### src/hdl/rc_history_pkg.sv
// Purpose: Shared constants and types for the page history recorder.
// Assumes: Register offsets are byte addresses on a 32-bit AXI4-Lite bus.
// Notes:   Flag positions are given in big-endian bit numbering.
package rc_history_pkg;
  localparam int          ADDR_W      = 8;
  localparam logic [7:0]  REG_CTRL    = 8'h00;
  localparam logic [7:0]  REG_STATUS  = 8'h04;
  localparam logic [7:0]  REG_COUNT   = 8'h08;
  localparam logic [7:0]  REG_LAST    = 8'h0C;
  localparam int          CTRL_W      = 5;
  localparam int          CTRL_EN     = 0;
  localparam int          CTRL_FMT64  = 1;
  localparam int          CTRL_DEFER  = 2;
  localparam int          CTRL_OPT_C  = 3;
  localparam int          CTRL_TOUCH  = 4;
  localparam logic [4:0]  CTRL_RST    = 5'h13;
  localparam int          R_POS64     = 55;
  localparam int          C_POS64     = 56;
  localparam int          R_POS32     = 23;
  localparam int          C_POS32     = 24;
  localparam int          DW_MSB      = 63;
  localparam int          W_MSB       = 31;
  localparam int          ATTR_W      = 4;
  localparam logic [3:0]  ATTR_PTE    = 4'h2;
  localparam logic [1:0]  RESP_OKAY   = 2'h0;
  localparam logic [1:0]  RESP_DECERR = 2'h3;

  typedef enum logic [2:0] {
    K_FETCH, K_LOAD, K_STORE, K_TOUCH, K_TOUCH_ST, K_CSTORE_NOP, K_STR_ZERO, K_BLK_INVAL
  } access_kind_t;

  typedef enum logic [0:0] {ST_IDLE, ST_ISSUE} upd_state_t;

  // Turns a big-endian flag position into a little-endian index of the update mask.
  function automatic logic [5:0] flag_idx(input logic fmt64, input int pos);
    int idx;
    idx = fmt64 ? (DW_MSB - pos) : (W_MSB - pos);
    return idx[5:0];
  endfunction
endpackage

### src/hdl/hist_decide_if.sv
// Purpose: Carries one access and its flag decision between recorder and decider.
// Assumes: Decision is combinational within one cycle.
// Notes:   The recorder drives the access, the decider drives the needs.
`timescale 1ns/100ps
interface hist_decide_if;
  import rc_history_pkg::*;
  access_kind_t      kind;
  logic              blk;
  logic              ir;
  logic              dr;
  logic              hit;
  logic              cur_r;
  logic              cur_c;
  logic              prot_ok;
  logic              in_path;
  logic              precise_exc;
  logic              done_ok;
  logic [CTRL_W-1:0] ctrl;
  logic              need_r;
  logic              need_c;
  modport req (output kind, blk, ir, dr, hit, cur_r, cur_c, prot_ok, in_path, precise_exc,
               done_ok, ctrl, input need_r, need_c);
  modport dec (input kind, blk, ir, dr, hit, cur_r, cur_c, prot_ok, in_path, precise_exc,
               done_ok, ctrl, output need_r, need_c);
endinterface

### src/hdl/page_history_recorder.sv
// Purpose: Keeps referenced and changed page flags in the page table and cache.
// Assumes: One access offered at a time; memory sets mask bits without clearing others.
// Notes:   Registers on AXI4-Lite; flag updates are single set-only writes.
// Operation
// - Record history only for paged translation, never for block translation.
// - Record history only when instruction or data translation is enabled.
// - Flags 00: read sets referenced, write sets both.
// - Flags 10: read does nothing, write sets changed.
// - Flags 11: no page table update at all.
// - On cache hit, referenced assumed set; changed judged from cached copy.
// - Touch hints may set referenced but never changed.
// - Flag updates are made as real, untranslated accesses.
// - Every fetch, read or write reference sets the referenced flag.
// - Referenced may be set at start or after the access succeeds.
// - The referenced flag is never cleared by hardware.
// - Referenced may be set by accesses not logically needed.
// - Store hit with changed clear sets cache copy and table entry.
// - Changed set only for permitted stores certain to execute.
// - Changed may also be set by no-op conditional, zero string store, invalidate.
// - No other event sets the changed flag.
// - Flag positions are bits 55/56 or 23/24 by entry format.
// - Updates use storage attributes 0010, physical access.
//
// The implementer's own choices: the address map and the AXI4-Lite register port.
`timescale 1ns/100ps
module page_history_recorder
  import rc_history_pkg::*;
#(
  parameter int PA_W = 48
)(
  input  wire logic              core_clk,
  input  wire logic              rst,
  input  wire logic              acc_valid,
  output logic                   acc_ready,
  input  wire logic [2:0]        acc_kind,
  input  wire logic              acc_block_xlate,
  input  wire logic              instr_translate_enable,
  input  wire logic              data_translate_enable,
  input  wire logic              acc_cache_hit,
  input  wire logic              acc_cur_r,
  input  wire logic              acc_cur_c,
  input  wire logic              acc_prot_ok,
  input  wire logic              acc_in_path,
  input  wire logic              acc_precise_exc,
  input  wire logic              acc_done_ok,
  input  wire logic [PA_W-1:0]   acc_pte_addr,
  output logic                   cache_set_r,
  output logic                   cache_set_c,
  output logic                   mem_req_valid,
  input  wire logic              mem_req_ready,
  output logic [PA_W-1:0]        mem_req_addr,
  output logic [63:0]            mem_req_set_mask,
  output logic [ATTR_W-1:0]      mem_req_attr,
  output logic                   mem_req_real,
  input  wire logic              s_axi_awvalid,
  output logic                   s_axi_awready,
  input  wire logic [ADDR_W-1:0] s_axi_awaddr,
  input  wire logic              s_axi_wvalid,
  output logic                   s_axi_wready,
  input  wire logic [31:0]       s_axi_wdata,
  input  wire logic [3:0]        s_axi_wstrb,
  output logic                   s_axi_bvalid,
  input  wire logic              s_axi_bready,
  output logic [1:0]             s_axi_bresp,
  input  wire logic              s_axi_arvalid,
  output logic                   s_axi_arready,
  input  wire logic [ADDR_W-1:0] s_axi_araddr,
  output logic                   s_axi_rvalid,
  input  wire logic              s_axi_rready,
  output logic [31:0]            s_axi_rdata,
  output logic [1:0]             s_axi_rresp
);
  hist_decide_if     dif ();
  upd_state_t        state_r;
  logic [CTRL_W-1:0] ctrl_r;
  logic [31:0]       count_r;
  logic [4:0]        last_r;
  logic              acc_fire;
  logic              upd_need;
  logic              mem_fire;
  logic [5:0]        r_idx;
  logic [5:0]        c_idx;
  logic [63:0]       mask_nxt;
  logic              aw_full_r;
  logic              w_full_r;
  logic [ADDR_W-1:0] aw_addr_r;
  logic [31:0]       w_data_r;
  logic              w_strb0_r;
  logic              wr_go;
  logic              rd_go;
  logic [31:0]       rd_data_nxt;
  logic [1:0]        rd_resp_nxt;

  // Presents the offered access to the flag decider.
  assign dif.kind        = access_kind_t'(acc_kind);
  assign dif.blk         = acc_block_xlate;
  assign dif.ir          = instr_translate_enable;
  assign dif.dr          = data_translate_enable;
  assign dif.hit         = acc_cache_hit;
  assign dif.cur_r       = acc_cur_r;
  assign dif.cur_c       = acc_cur_c;
  assign dif.prot_ok     = acc_prot_ok;
  assign dif.in_path     = acc_in_path;
  assign dif.precise_exc = acc_precise_exc;
  assign dif.done_ok     = acc_done_ok;
  assign dif.ctrl        = ctrl_r;

  hist_decide u_decide (
    .d (dif.dec)
  );

  // Handshake terms and the set-only update mask for the chosen entry format.
  assign acc_fire = acc_valid && acc_ready;
  assign upd_need = dif.need_r || dif.need_c;
  assign mem_fire = mem_req_valid && mem_req_ready;
  assign r_idx    = flag_idx(ctrl_r[CTRL_FMT64], ctrl_r[CTRL_FMT64] ? R_POS64 : R_POS32);
  assign c_idx    = flag_idx(ctrl_r[CTRL_FMT64], ctrl_r[CTRL_FMT64] ? C_POS64 : C_POS32);

  // Builds the mask; only set bits are ever sent, so no flag is cleared.
  always_comb begin
    mask_nxt = '0;
    mask_nxt[r_idx] = dif.need_r;
    mask_nxt[c_idx] = dif.need_c;
  end

  // Update sequencer: idle until an access needs a table write, then issue it.
  always_ff @(posedge core_clk) begin
    if (rst) begin
      state_r   <= ST_IDLE;
      acc_ready <= 1'b1;
    end else begin
      case (state_r)
        ST_IDLE: begin
          if (acc_fire && upd_need) begin
            state_r   <= ST_ISSUE;
            acc_ready <= 1'b0;
          end
        end
        ST_ISSUE: begin
          if (mem_fire) begin
            state_r   <= ST_IDLE;
            acc_ready <= 1'b1;
          end
        end
        default: begin
          state_r   <= ST_IDLE;
          acc_ready <= 1'b1;
        end
      endcase
    end
  end

  // Table write request: held until memory takes it, always as real access.
  always_ff @(posedge core_clk) begin
    if (rst) begin
      mem_req_valid    <= 1'b0;
      mem_req_addr     <= '0;
      mem_req_set_mask <= '0;
      mem_req_attr     <= ATTR_PTE;
      mem_req_real     <= 1'b1;
    end else if (acc_fire && upd_need) begin
      mem_req_valid    <= 1'b1;
      mem_req_addr     <= acc_pte_addr;
      mem_req_set_mask <= mask_nxt;
      mem_req_attr     <= ATTR_PTE;
      mem_req_real     <= 1'b1;
    end else if (mem_fire) begin
      mem_req_valid    <= 1'b0;
    end
  end

  // One-cycle pulses that set the flags in the translation cache entry.
  always_ff @(posedge core_clk) begin
    if (rst) begin
      cache_set_r <= 1'b0;
      cache_set_c <= 1'b0;
    end else begin
      cache_set_r <= acc_fire && dif.need_r;
      cache_set_c <= acc_fire && dif.need_c;
    end
  end

  // Counts table writes and remembers the last update for software.
  always_ff @(posedge core_clk) begin
    if (rst) begin
      count_r <= '0;
      last_r  <= '0;
    end else begin
      if (mem_fire) begin
        count_r <= count_r + 32'h0000_0001;
      end
      if (acc_fire && upd_need) begin
        last_r <= {acc_kind, dif.need_c, dif.need_r};
      end
    end
  end

  // AXI write address and data are caught independently, in either order.
  assign wr_go = aw_full_r && w_full_r && !s_axi_bvalid;
  always_ff @(posedge core_clk) begin
    if (rst) begin
      aw_full_r     <= 1'b0;
      w_full_r      <= 1'b0;
      aw_addr_r     <= '0;
      w_data_r      <= '0;
      w_strb0_r     <= 1'b0;
      s_axi_awready <= 1'b0;
      s_axi_wready  <= 1'b0;
    end else begin
      s_axi_awready <= !aw_full_r && !(s_axi_awvalid && s_axi_awready);
      s_axi_wready  <= !w_full_r && !(s_axi_wvalid && s_axi_wready);
      if (s_axi_awvalid && s_axi_awready) begin
        aw_full_r <= 1'b1;
        aw_addr_r <= s_axi_awaddr;
      end else if (wr_go) begin
        aw_full_r <= 1'b0;
      end
      if (s_axi_wvalid && s_axi_wready) begin
        w_full_r  <= 1'b1;
        w_data_r  <= s_axi_wdata;
        w_strb0_r <= s_axi_wstrb[0];
      end else if (wr_go) begin
        w_full_r <= 1'b0;
      end
    end
  end

  // Register write and its response; unmapped addresses answer DECERR.
  always_ff @(posedge core_clk) begin
    if (rst) begin
      ctrl_r       <= CTRL_RST;
      s_axi_bvalid <= 1'b0;
      s_axi_bresp  <= RESP_OKAY;
    end else if (wr_go) begin
      s_axi_bvalid <= 1'b1;
      s_axi_bresp  <= RESP_OKAY;
      case (aw_addr_r)
        REG_CTRL: begin
          if (w_strb0_r) begin
            ctrl_r <= w_data_r[CTRL_W-1:0];
          end
        end
        REG_STATUS, REG_COUNT, REG_LAST: begin
          s_axi_bresp <= RESP_OKAY;
        end
        default: s_axi_bresp <= RESP_DECERR;
      endcase
    end else if (s_axi_bvalid && s_axi_bready) begin
      s_axi_bvalid <= 1'b0;
    end
  end

  // Read data selection.
  always_comb begin
    rd_data_nxt = '0;
    rd_resp_nxt = RESP_OKAY;
    case (s_axi_araddr)
      REG_CTRL:   rd_data_nxt[CTRL_W-1:0] = ctrl_r;
      REG_STATUS: rd_data_nxt[0] = (state_r == ST_ISSUE);
      REG_COUNT:  rd_data_nxt = count_r;
      REG_LAST:   rd_data_nxt[4:0] = last_r;
      default:    rd_resp_nxt = RESP_DECERR;
    endcase
  end

  // Read channel: address taken when no answer is pending, data one cycle later.
  assign rd_go = s_axi_arvalid && s_axi_arready;
  always_ff @(posedge core_clk) begin
    if (rst) begin
      s_axi_arready <= 1'b0;
      s_axi_rvalid  <= 1'b0;
      s_axi_rdata   <= '0;
      s_axi_rresp   <= RESP_OKAY;
    end else begin
      s_axi_arready <= !s_axi_rvalid && !rd_go;
      if (rd_go) begin
        s_axi_rvalid <= 1'b1;
        s_axi_rdata  <= rd_data_nxt;
        s_axi_rresp  <= rd_resp_nxt;
      end else if (s_axi_rvalid && s_axi_rready) begin
        s_axi_rvalid <= 1'b0;
      end
    end
  end

  chk_block_no_update: assert property (@(posedge core_clk) disable iff (rst)
    acc_fire && acc_block_xlate |=> !mem_req_valid && !cache_set_r && !cache_set_c)
    else $error("Block-translated access caused a flag update.");

  chk_xlate_off_quiet: assert property (@(posedge core_clk) disable iff (rst)
    acc_fire && !instr_translate_enable && !data_translate_enable |=> !mem_req_valid)
    else $error("Flag update issued with translation disabled.");

  chk_both_flags_once: assert property (@(posedge core_clk) disable iff (rst)
    acc_fire && acc_kind == K_STORE && !acc_cache_hit && !acc_cur_r && !acc_cur_c
    && ctrl_r[CTRL_EN] && acc_prot_ok && acc_in_path && !acc_precise_exc && !acc_block_xlate
    && data_translate_enable
    |=> mem_req_valid && mem_req_set_mask[r_idx] && mem_req_set_mask[c_idx])
    else $error("Store on clean page did not set both flags in one update.");

  chk_flags_set_quiet: assert property (@(posedge core_clk) disable iff (rst)
    acc_fire && acc_cur_r && acc_cur_c |=> !mem_req_valid && !cache_set_r && !cache_set_c)
    else $error("Page with both flags set caused a table update.");

  chk_touch_no_change: assert property (@(posedge core_clk) disable iff (rst)
    acc_fire && (acc_kind == K_TOUCH || acc_kind == K_TOUCH_ST) |=> !cache_set_c
    && !(mem_req_valid && mem_req_set_mask[c_idx]))
    else $error("Touch hint set the changed flag.");

  chk_real_attr: assert property (@(posedge core_clk) disable iff (rst)
    mem_req_valid |-> mem_req_real && mem_req_attr == ATTR_PTE)
    else $error("Flag update not issued as real access with attributes 0010.");

  chk_req_held: assert property (@(posedge core_clk) disable iff (rst)
    mem_req_valid && !mem_req_ready |=> mem_req_valid && $stable(mem_req_set_mask)
    && $stable(mem_req_addr))
    else $error("Table update request dropped or changed before it was taken.");

  chk_count_step: assert property (@(posedge core_clk) disable iff (rst)
    mem_fire |=> count_r == $past(count_r) + 32'h0000_0001 && acc_ready)
    else $error("Update count or ready did not follow a taken update.");

  chk_store_hit_c: assert property (@(posedge core_clk) disable iff (rst)
    acc_fire && acc_kind == K_STORE && acc_cache_hit && !acc_cur_c && ctrl_r[CTRL_EN]
    && acc_prot_ok && acc_in_path && !acc_precise_exc && !acc_block_xlate
    && data_translate_enable |=> cache_set_c && !cache_set_r && mem_req_valid)
    else $error("Store hit with changed clear did not set changed only.");

  chk_mask_only_flags: assert property (@(posedge core_clk) disable iff (rst)
    mem_req_valid |-> (mem_req_set_mask & ~((64'h1 << r_idx) | (64'h1 << c_idx))) == '0)
    else $error("Update mask touches bits other than the history flags.");
endmodule

### src/hdl/hist_decide.sv
// Purpose: Decides which history flags an access must set in the page table.
// Assumes: Flags given are those of the translation cache entry for the page.
// Notes:   Purely combinational; the recorder registers the result.
`timescale 1ns/100ps
module hist_decide
  import rc_history_pkg::*;
(
  hist_decide_if.dec d
);
  logic translated;
  logic have_r;
  logic ref_ok;
  logic c_ok;
  logic need_c_w;

  // Classifies the access and compares wanted flags with those already held.
  always_comb begin
    translated = !d.blk && ((d.kind == K_FETCH) ? d.ir : d.dr);
    have_r     = d.hit || d.cur_r;
    case (d.kind)
      K_TOUCH, K_TOUCH_ST: ref_ok = d.ctrl[CTRL_TOUCH];
      default:             ref_ok = 1'b1;
    endcase
    if (d.ctrl[CTRL_DEFER] && !d.done_ok) begin
      ref_ok = 1'b0;
    end
    case (d.kind)
      K_STORE:      c_ok = d.prot_ok && d.in_path && !d.precise_exc;
      K_CSTORE_NOP: c_ok = d.prot_ok && d.ctrl[CTRL_OPT_C];
      K_STR_ZERO:   c_ok = d.prot_ok && d.ctrl[CTRL_OPT_C];
      K_BLK_INVAL:  c_ok = d.ctrl[CTRL_OPT_C];
      default:      c_ok = 1'b0;
    endcase
    need_c_w = d.ctrl[CTRL_EN] && translated && c_ok && !d.cur_c;
    d.need_c = need_c_w;
    // A store that finds 00 sets both flags in the same update.
    d.need_r = d.ctrl[CTRL_EN] && translated && (ref_ok || need_c_w) && !have_r;
  end
endmodule

### config.mk
export PLATFORM = sky130hd
export DESIGN_NAME = page_history_recorder
export DESIGN_NICKNAME = d
export VERILOG_FILES = /design/src/hdl/rc_history_pkg.sv /design/src/hdl/hist_decide_if.sv /design/src/hdl/page_history_recorder.sv /design/src/hdl/hist_decide.sv
export SDC_FILE = /design/constraint.sdc
export NUM_CORES = 1
export LEC_CHECK = 0
export BUFFER_PORTS_ARGS = -buffer_cell sky130_fd_sc_hd__buf_4
export CAP_MARGIN = 15
export CORE_MARGIN = 10
export CORE_UTILIZATION = 44
export CTS_BUF_LIST = sky130_fd_sc_hd__clkbuf_16
export DETAILED_ROUTE_END_ITERATION = 12
export PLACE_DENSITY = 0.76
export SLEW_MARGIN = 25
export SYNTH_ARGS = -nofsm -noshare
export SYNTH_HDL_FRONTEND = slang
export SYNTH_SLANG_ARGS = --single-unit
### constraint.sdc
create_clock -name core_clk -period 1.95 [get_ports core_clk]
set_clock_uncertainty 0.05 [all_clocks]
set_input_delay 0.195 -clock core_clk [delete_from_list [all_inputs] [get_ports core_clk]]
set_output_delay 0.195 -clock core_clk [all_outputs]
set_load 0.02 [all_outputs]
==> After elaboration in Yosys (flattened, before gate mapping) <==
Index checks and enable logic that the tools add are counted.
W data, S select, Z words.
{ "totals": {"reg_bits": 216, "latchBits": 0, "ram_bits": 0, "romBits": 0, "input_bits": 122, "output_inout_bits": 162, "mem_count": 0} }
{ "op_classes": {"addsub": 5, "n_mul": 0, "n_div": 0, "order_cmp": 4, "eq_ne": 14, "shift": 0, "n_mux": 33, "bitwise": 2, "reduce_logical": 56} }
{ "ops": {"columns": ["cell", "count"], "rows": [
  ["$and A64 B64 Y64", 1],
  ["$bwmux W64", 1],
  ["$add A32 B1 Y32 const B", 1],
  ["$eq A8 B4 Y1 const B", 4],
  ["$logic_and A1 B1 Y1", 27],
  ["$mux W27", 1],
  ["$mux W6", 4],
  ["$mux W1", 18],
  ["$eq A8 B3 Y1 const B", 2],
  ["$logic_not A8 Y1", 2],
  ["$lt A6 B7 Y1 const B", 2],
  ["$demux W1 S6", 2],
  ["$eq A3 B3 Y1 const B", 4],
  ["$ge A6 B1 Y1 const B", 2],
  ["$logic_not A1 Y1", 12],
  ["$pmux W4 S3", 1],
  ["$sub A5 B6 Y6 const A", 2],
  ["$sub A6 B6 Y6 const A", 2],
  ["$reduce_bool A2 Y1", 5],
  ["$reduce_or A4 Y1", 2],
  ["$eq A3 B2 Y1 const B", 2],
  ["$mux W2", 2],
  ["$pmux W1 S2", 2],
  ["$pmux W1 S4", 1],
  ["9 further kinds", 12]
]} }

==> Depth between registers and ports, before layout <==
Gate-level depths: netlist (run 1).
{ "logic_depth": {"ltp_word": 13, "depth_mapped": 7, "mapped_depth_nobuf": 5} }

==> Hierarchy <==
Synthesis (run 1) repeated with hierarchy kept, for this count alone.
{ "unflattened": {"hier_cells": 758, "area_unflattened_um2": 6346.1} }
{ "by_module_without_submodules": {"columns": ["mod", "instances", "cells_each", "area_each_um2"], "rows": [
  ["page_history_recorder", 1, 741, 6226.0],
  ["hist_decide", 1, 17, 120.1]
]} }

==> Worst setup path before layout (run 1) <==
OpenSTA, ideal clock, no wires.
{ "synth_path": {"path_kind": "register to register", "from": "reg count_r[14]", "to": "reg count_r[25]", "arrival_ns": 1.792, "required_time_ns": 1.779, "path_slack_ns": -0.013, "path_stages_with_launch": 6, "n_path_buf": 1, "path_cell_list": "dfxtp_1 nand3_2 or4_1 buf_2 nor4_1 mux2_2"} }
{ "synth_between": {"elab_chain_len": 1} }
{ "synth_lines": {"columns": ["item", "line_no", "source"], "rows": [
  ["from (decl)", "page_history_recorder.sv:76", "logic [31:0] count_r;"],
  ["from (signal assigned)", "page_history_recorder.sv:190", "count_r <= count_r + 32'h0000_0001;"],
  ["$add A32 B1 Y32", "page_history_recorder.sv:190", null]
]} }
Every way passes these cells.
A chain may end at the register's enable or synchronous reset.

==> Final worst setup path (run 1) <==
{ "layout_path": {"from": "reg count_r[16]", "to": "reg count_r[27]"} }
The elaborated chain is that of the path after synthesis.

==> key figures, run 1 <==
GRT
  • Grt ovf: 0
  • GRT Total Usage: ~17%
  • Vias in the first global route: around 5700
  • Largest net degree at the start of global routing: 43
  • First-pass GRT wire length: just over 30000 µm
  • Initial antenna violation count: 0

Setup path
  • Critical Path AT: around 2.1 ns
  • Worst r2r src: count_r[16]
  • Crit Path Class: reg2reg
  • Reg2Reg Depth: 4
  • Worst setup SP type: flip-flop
  • Worst Path Buf+Inv: 0
  • Critical Path RT: approximately 2.2 ns
  • End of the critical path: count_r[27]
  • Critical Path Source: count_r[16]
  • Critical path depth in cells: 4
  • Crit path max-delay cell type: or4_4
  • Setup crit end kind: flip-flop
  • CP top delay family: simple AND/OR/NAND/NOR gates
  • Crit-path max cell delay: ~0.6 ns
  • CP Max Fanout: 9
  • Reg-to-reg slack, setup: roughly 0.055 ns
  • End of the worst register-to-register path: count_r[27]
  • Crit path cell chain: nand3_2, or4_4, nor4_2, mux2_2

Logic synthesis
  • Sequential share of the synthesized area: about 43%
  • Synthesized cell area: 0.00694 mm²
  • Top post-synthesis cells by area: dfxtp_1, nand2b_1, buf_4, mux2i_1, a22oi_1
  • Synth async-reset ratio: 0%
  • Top FF cell, synth: dfxtp_1
  • Most common cell in the netlist: dfxtp_1
  • Post-Syn Instances: 760
  • Post-synth top cells: dfxtp_1, nand2b_1, buf_4
  • Post-synth top area share: between 40% and 50%
  • FF+latch count, synth: 150
  • Unique masters post-synth: 50
  • EDFF count, synth: 0
  • Leading area contributor after synthesis: dfxtp_1
  • Syn Area/Cell: around 9.1 µm²
  • YS warnings: 0

STA
  • Final-report max-slew violation count: 0
  • Fmax achieved: 0.528 GHz
  • Tmin final: 1.90 ns
  • RSZ-0062 raised after global routing: true
  • Final setup viols: 0
  • Crit share post-route: 97.2%
  • Hold Fails Final Rpt: 0

Die
  • Die Span X: 146 µm
  • Core Area: approximately 0.015 mm²
  • Num rows: 45
  • Initial Util: 45.3%
  • Die ar.: ~0.021 mm²
  • Die H: 146 µm
  • IO Count: between 200 and 300

Routing
  • Routed WL per cell: ~16 µm
  • DRT Pass-1 Iters: 5
  • DRT antenna net count: 0
  • Routed vias: between 5000 and 6000
  • DRT Wirelength: 19400 µm
  • Via density: roughly 4.8
  • Iter 0 DRT Violations: around 400
  • # DRC: 0

Layout
  • Fin util: between 60% and 70%
  • Share of layout cells above drive strength 1: ~27%
  • Area Overhead vs Synth: 39.4%
  • N_diodes: 0
  • Nets@finish: ~1100
  • Post-route cell area: 0.00967 mm²

CTS
  • CTS tree: yes
  • Clk_lat worst skew: 0.41 ns
  • CTS sink cnt: 150
  • Clk buf depth: 2
  • Root buffer cell: clkbuf_16
  • Clk slew on worst S/H paths: ~0.06 ns
  • TritonCTS buffer count: 17
  • H-tree Lvls: 4

Run status
  • Status: finished, final reports clean

Pwr
  • Power Density: 683 mW/mm²
  • Leakage: roughly 0.0044 µW
  • Worst vdd ir: 0.000568 V

Flow run
  • Max Cap Violations: 0

Placed design
  • Port buffer count: around 190
  • Final HPWL DP: approximately 14000 µm
  • DP Area: 0.00852 mm²
  • RePlAce Congestion: approximately 0.8

Min path
  • HP Class: in2reg
how the worst min path moves through the flow:
stage / startpoint / end / slack (ns) / cells after the start
floorplan: s_axi_arvalid / s_axi_arready / 0.25 / 1
global placement: s_axi_arvalid / s_axi_arready / 0.36 / 2
detailed placement: s_axi_arvalid / s_axi_arready / 0.36 / 2
CTS: acc_pte_addr[9] / mem_req_addr[9] / 0.01 / 3
global route: acc_pte_addr[9] / mem_req_addr[9] / 0.04 / 3
finish: acc_pte_addr[23] / mem_req_addr[23] / 0.03 / 3
power breakdown:
group          internal (µW)  switching [µW]
clock                   1550            1180
sequential              3110            31.0
combinational            351             381
worst reg2reg max path: cells and delay by family (launching register included):
family | cells | cell delay [ns]
flip-flops | 1 | 0.35
AND/OR/NAND/NOR | 3 | 1.02
multiplexers | 1 | 0.37
registers in the layout, summed over array words and instances, names as in the netlist, 2 cells and up:
register,cells
mem_req_addr,48
count_r,32
s_axi_rdata,32
aw_addr_r,8
ctrl_r,5
w_data_r,5
last_r,3
mem_req_set_mask,2
placed cells by master, fill, tap and decap left out, drive strengths merged, types with 14 or more instances in the layout:
| cell | n |
|---|---|
| mux2i | 53 |
| dfxtp | 150 |
| nand2b | 105 |
| inv | 14 |
| nor2 | 61 |
| a22oi | 33 |
| buf | 233 |
| dlygate4sd3 | 64 |
| nand3 | 19 |
| clkbuf | 17 |
| conb | 67 |
| a21oi | 40 |
| nand2 | 37 |
| mux2 | 14 |
what timing repair did:
action	in CTS	in global routing
setup endpoints to repair	7	7
hold buffers	64	0
pin swaps	0	1
hold endpoints to repair	64	0
buffers inserted	0	1
resized for setup	1	4
kinds of logic (layout without fill, tap and decap cells):
family	count (synthesis)	in the layout	synth area share, %
AND/OR/NAND/NOR	295	295	23.6
flip-flops	150	150	43.3
buffers and inverters	129	336	11.4
AO/OA/AOI/OAI	105	105	9.86
multiplexers	68	68	10.2
XOR/XNOR	9	9	1.14
adder cells (fa/ha/maj)	2	2	0.325
other	2	67	0.108
cell type report:
class | count | area, µm²
inverters | 11 | 41.3
well taps | 211 | 264
flip-flops and latches | 150 | 3000
fillers | 1262 | 5640
multi-input cells | 546 | 3420
clock buffers | 17 | 425
repair buffers | 297 | 2460
clock inverters | 11 | 50.0
per-stage QoR:
| stage | total power, µW | setup TNS [ns] | worst slack (ns) | hold WS (ns) | instances |
|---|---|---|---|---|---|
| finish | 6600 | 0 | 0.0549 | 0.0251 | 1243 |
| global route | 6860 | -0.0848 | -0.0276 | 0.0449 | 1243 |
| global placement | 3810 | -0.0272 | -0.0120 | 0.362 | 1150 |
| floorplan | 3670 | -0.0727 | -0.0104 | 0.249 | 825 |
| detailed placement | 3820 | -0.212 | -0.0646 | 0.365 | 1150 |
| CTS | 6660 | 0 | 0.0484 | 0.0109 | 1242 |
per-layer routing:
layer | GRT usage (%) | vias to the layer above | wire (µm)
met1 | 19.8 | 2783 | 7930
met3 | 6.18 | 30 | 1340
met4 | 7.33 | 0 | 497
met5 | 0 | - | 0
li1 | - | 2999 | -
met2 | 29.0 | 181 | 9660
Power figures use the tool's default switching activity.
==> run 2, diff against run 1 <==
--- a/config.mk
+++ b/config.mk
@@ -8,10 +8,10 @@
 export BUFFER_PORTS_ARGS = -buffer_cell sky130_fd_sc_hd__buf_4
 export CAP_MARGIN = 15
 export CORE_MARGIN = 10
-export CORE_UTILIZATION = 44
+export CORE_UTILIZATION = 49
 export CTS_BUF_LIST = sky130_fd_sc_hd__clkbuf_16
 export DETAILED_ROUTE_END_ITERATION = 12
-export PLACE_DENSITY = 0.76
+export PLACE_DENSITY = 0.8
 export SLEW_MARGIN = 25
 export SYNTH_ARGS = -nofsm -noshare
 export SYNTH_HDL_FRONTEND = slang
==> constraint.sdc (replaced) <==
create_clock -name core_clk -period 1.8 [get_ports core_clk]
set_clock_uncertainty 0.05 [all_clocks]
set_input_delay 0.18 -clock core_clk [delete_from_list [all_inputs] [get_ports core_clk]]
set_output_delay 0.18 -clock core_clk [all_outputs]
set_load 0.02 [all_outputs]
==> run 2 against run 1 <==
Against the previous run:
- the run now ends with setup timing left
- non-clock buffer count up 22
- clock-buffer cell count unchanged
- sequential power increased by 8.3%
- largest cell class unchanged
==> key figures, run 2 (synthesized netlist as in run 1, its figures left out) <==
Run status
  • Status: finished with violations
  • Failing checks: setup timing

CTS
  • Clk slew on worst S/H paths: 0.06 ns (about the same)
  • H-tree Lvls: 4 (unchanged)
  • CTS sink cnt: 150 (unchanged)
  • TritonCTS buffer count: 17 (unchanged)
  • Clk buf depth: 2 (unchanged)
  • Clk_lat worst skew: 0.42 ns (about the same)
  • Root buffer cell: clkbuf_16
  • CTS tree: yes

Pwr
  • Leakage: 0.00464 µW (+6.5%)
  • Flop pwr share: 43.0% (-4.6 points)
  • Power Density: 775 mW/mm² (+14%)
  • Sw frac: 23.2% (-0.84 points)
  • Combinational power share: 10.4% (-0.7 points)
  • Worst vdd ir: 0.000606 V (+6.6%)
  • P_sw: 1830 µW (+15%)
  • Internal: 6060 µW (+21%)
  • Clock share of power: 46.5% (+5.1 points)

STA
  • Crit share post-route: 102% (+5.3 points)
  • Final setup viols: 4 (+4)
  • Hold Fails Final Rpt: 0 (unchanged)
  • PnR worst setup slack: -0.0449 ns (-0.0997 ns)
  • RSZ-0062 raised after global routing: true
  • Final-report max-slew violation count: 0 (unchanged)
  • Tmin final: 1.84 ns (-0.0503 ns)
  • Fmax achieved: 0.542 GHz (+2.7%)
  • WHS: 0.0133 ns (-0.0118 ns)

Layout
  • Max reg flops: 48 (unchanged)
  • Top reg by flops: mem_req_addr
  • Nets@finish: 1169 (+2.0%)
  • Fill cell count: 970 (-23%)
  • Leading cell type in the layout, fill and taps excluded: buf_4
  • Final cell count without fillers: 1241 (-0.16%)
  • Largest registers: mem_req_addr (48), count_r (32), s_axi_rdata (32)
  • Area Overhead vs Synth: 46.8%
  • Most frequent cells in the layout: buf_4, dfxtp_1, nand2b_1, conb_1, dlygate4sd3_1
  • Post-route cell area: 0.0102 mm² (+5.3%)
  • Fin util: 73.4% (+10 points)
  • Share of layout cells above drive strength 1: 32.1% (+4.9 points)

Routing
  • DRT Pass-1 Iters: 5 (unchanged)
  • Via density: 5.04 (+4.6%)
  • # DRC: 0 (unchanged)
  • Routed WL per cell: 16.7 µm (+7.2%)
  • Iter 0 DRT Violations: 383 (-5.9%)
  • Routed vias: 6258 (+4.4%)
  • DRT antenna net count: 0 (unchanged)
  • DRT Wirelength: 20800 µm (+7.0%)

GRT
  • Met3 Use GR: 7.91% (+1.7 points)
  • GRT Total Usage: 19.9% (+2.5 points)
  • Vias in the first global route: 6420 (+12%)
  • GRT Max-Usage Layer: met2
  • Initial antenna violation count: 2 (+2)
  • Met2 Usage GRT: 33.2% (+4.2 points)
  • First-pass GRT wire length: 32100 µm (+4.9%)
  • Grt ovf: 0 (unchanged)
  • Met1 usage: 20.8% (+1.0 points)
  • Largest net degree at the start of global routing: 80 (+86%)

Placed design
  • Port buffer count: 186 (unchanged)
  • Placed cells: 1133 (-1.5%)
  • DP Area: 0.00863 mm² (+1.4%)
  • Final HPWL DP: 13900 µm (-0.49%)
  • RePlAce Congestion: 0.853 (+9.8%)
  • Post-placement setup slack: -0.141 ns (-0.0767 ns)

Die
  • Initial Util: 50.0% (+4.7 points)
  • Die ar.: 0.0193 mm² (-8.8%)
  • Core Area: 0.0139 mm² (-9.4%)
  • Die Span X: 139 µm (-4.5%)
  • Die H: 139 µm (-4.5%)
  • Num rows: 43 (-4.4%)
  • IO Count: 284 (unchanged)

Min path
  • HP Class: in2reg
  • Hold Path Depth: 3 (unchanged)

Setup path
  • Reg2Reg Depth: 4 (unchanged)
  • Crit Path Class: reg2reg
  • CP Max Fanout: 4 (-5)
  • Setup crit end kind: flip-flop
  • Critical Path AT: 2.10 ns (-0.04 ns)
  • Worst setup SP type: flip-flop
  • Critical Path RT: 2.05 ns (-0.15 ns)

Flow run
  • Max Cap Violations: 0 (unchanged)
==> run 2: critical path, cell delays in order (launching register included) <==
cell and delay, ns:
dfxtp_2 0.35, nand3_4 0.10, or4_4 0.57, nor4_2 0.30, mux2_2 0.37
==> run 2: cell type report <==
cell class / instances / area, µm² / area share, %
sequential: 150 / 3020 / 29.7
inverter: 11 / 41.3 / 0.405
clock inverter: 15 / 188 / 1.84
timing repair buffer: 319 / 2670 / 26.2
clock buffer: 17 / 425 / 4.18
tap: 180 / 225 / 2.21
antenna: 2 / 5.00 / 0.0491
multi-input combinational: 547 / 3610 / 35.4
==> run 2: per-layer routing <==
metal	vias to the layer above	share of wire [%]
li1	3060	-
met1	2923	38
met2	214	50
met3	61	7.6
met4	0	4.6
met5	-	0
==> run 2: power groups by stage <==
stage	combinational (µW)	sequential (µW)	clock (µW)
6_report	825	3400	3680
5_1_grt	890	3400	3880
4_1_cts	795	3400	3730
3_5_place_dp	673	3470	0
3_3_place_gp	664	3470	0
2_1_floorplan	480	3490	0
==> run 2: through the flow <==
stage	setup TNS [ns]	total power (µW)
after global placement	-4.30	4130
after detailed placement	-4.40	4140
final	-0.0971	7900
after global routing	-0.594	8170
after floorplan	-0.497	3970
after CTS	-0.0248	7920
==> run 2: worst paths after layout <==
kind,slack (ns),to,start
max,-0.04,count_r[26],count_r[16]
min,0.01,mem_req_addr[11],acc_pte_addr[11]
max reg2reg,-0.04,count_r[26],count_r[16]
min reg2reg,0.39,s_axi_awready,aw_full_r
==> run 2: timing repair <==
item | CTS | global route
resized for setup | 15 | 25
gates cloned | 1 | 2
pin swaps | 8 | 5
hold buffers | 66 | 0
hold endpoints to repair | 66 | 0
setup endpoints to repair | 9 | 63
setup buffers | 1 | 4
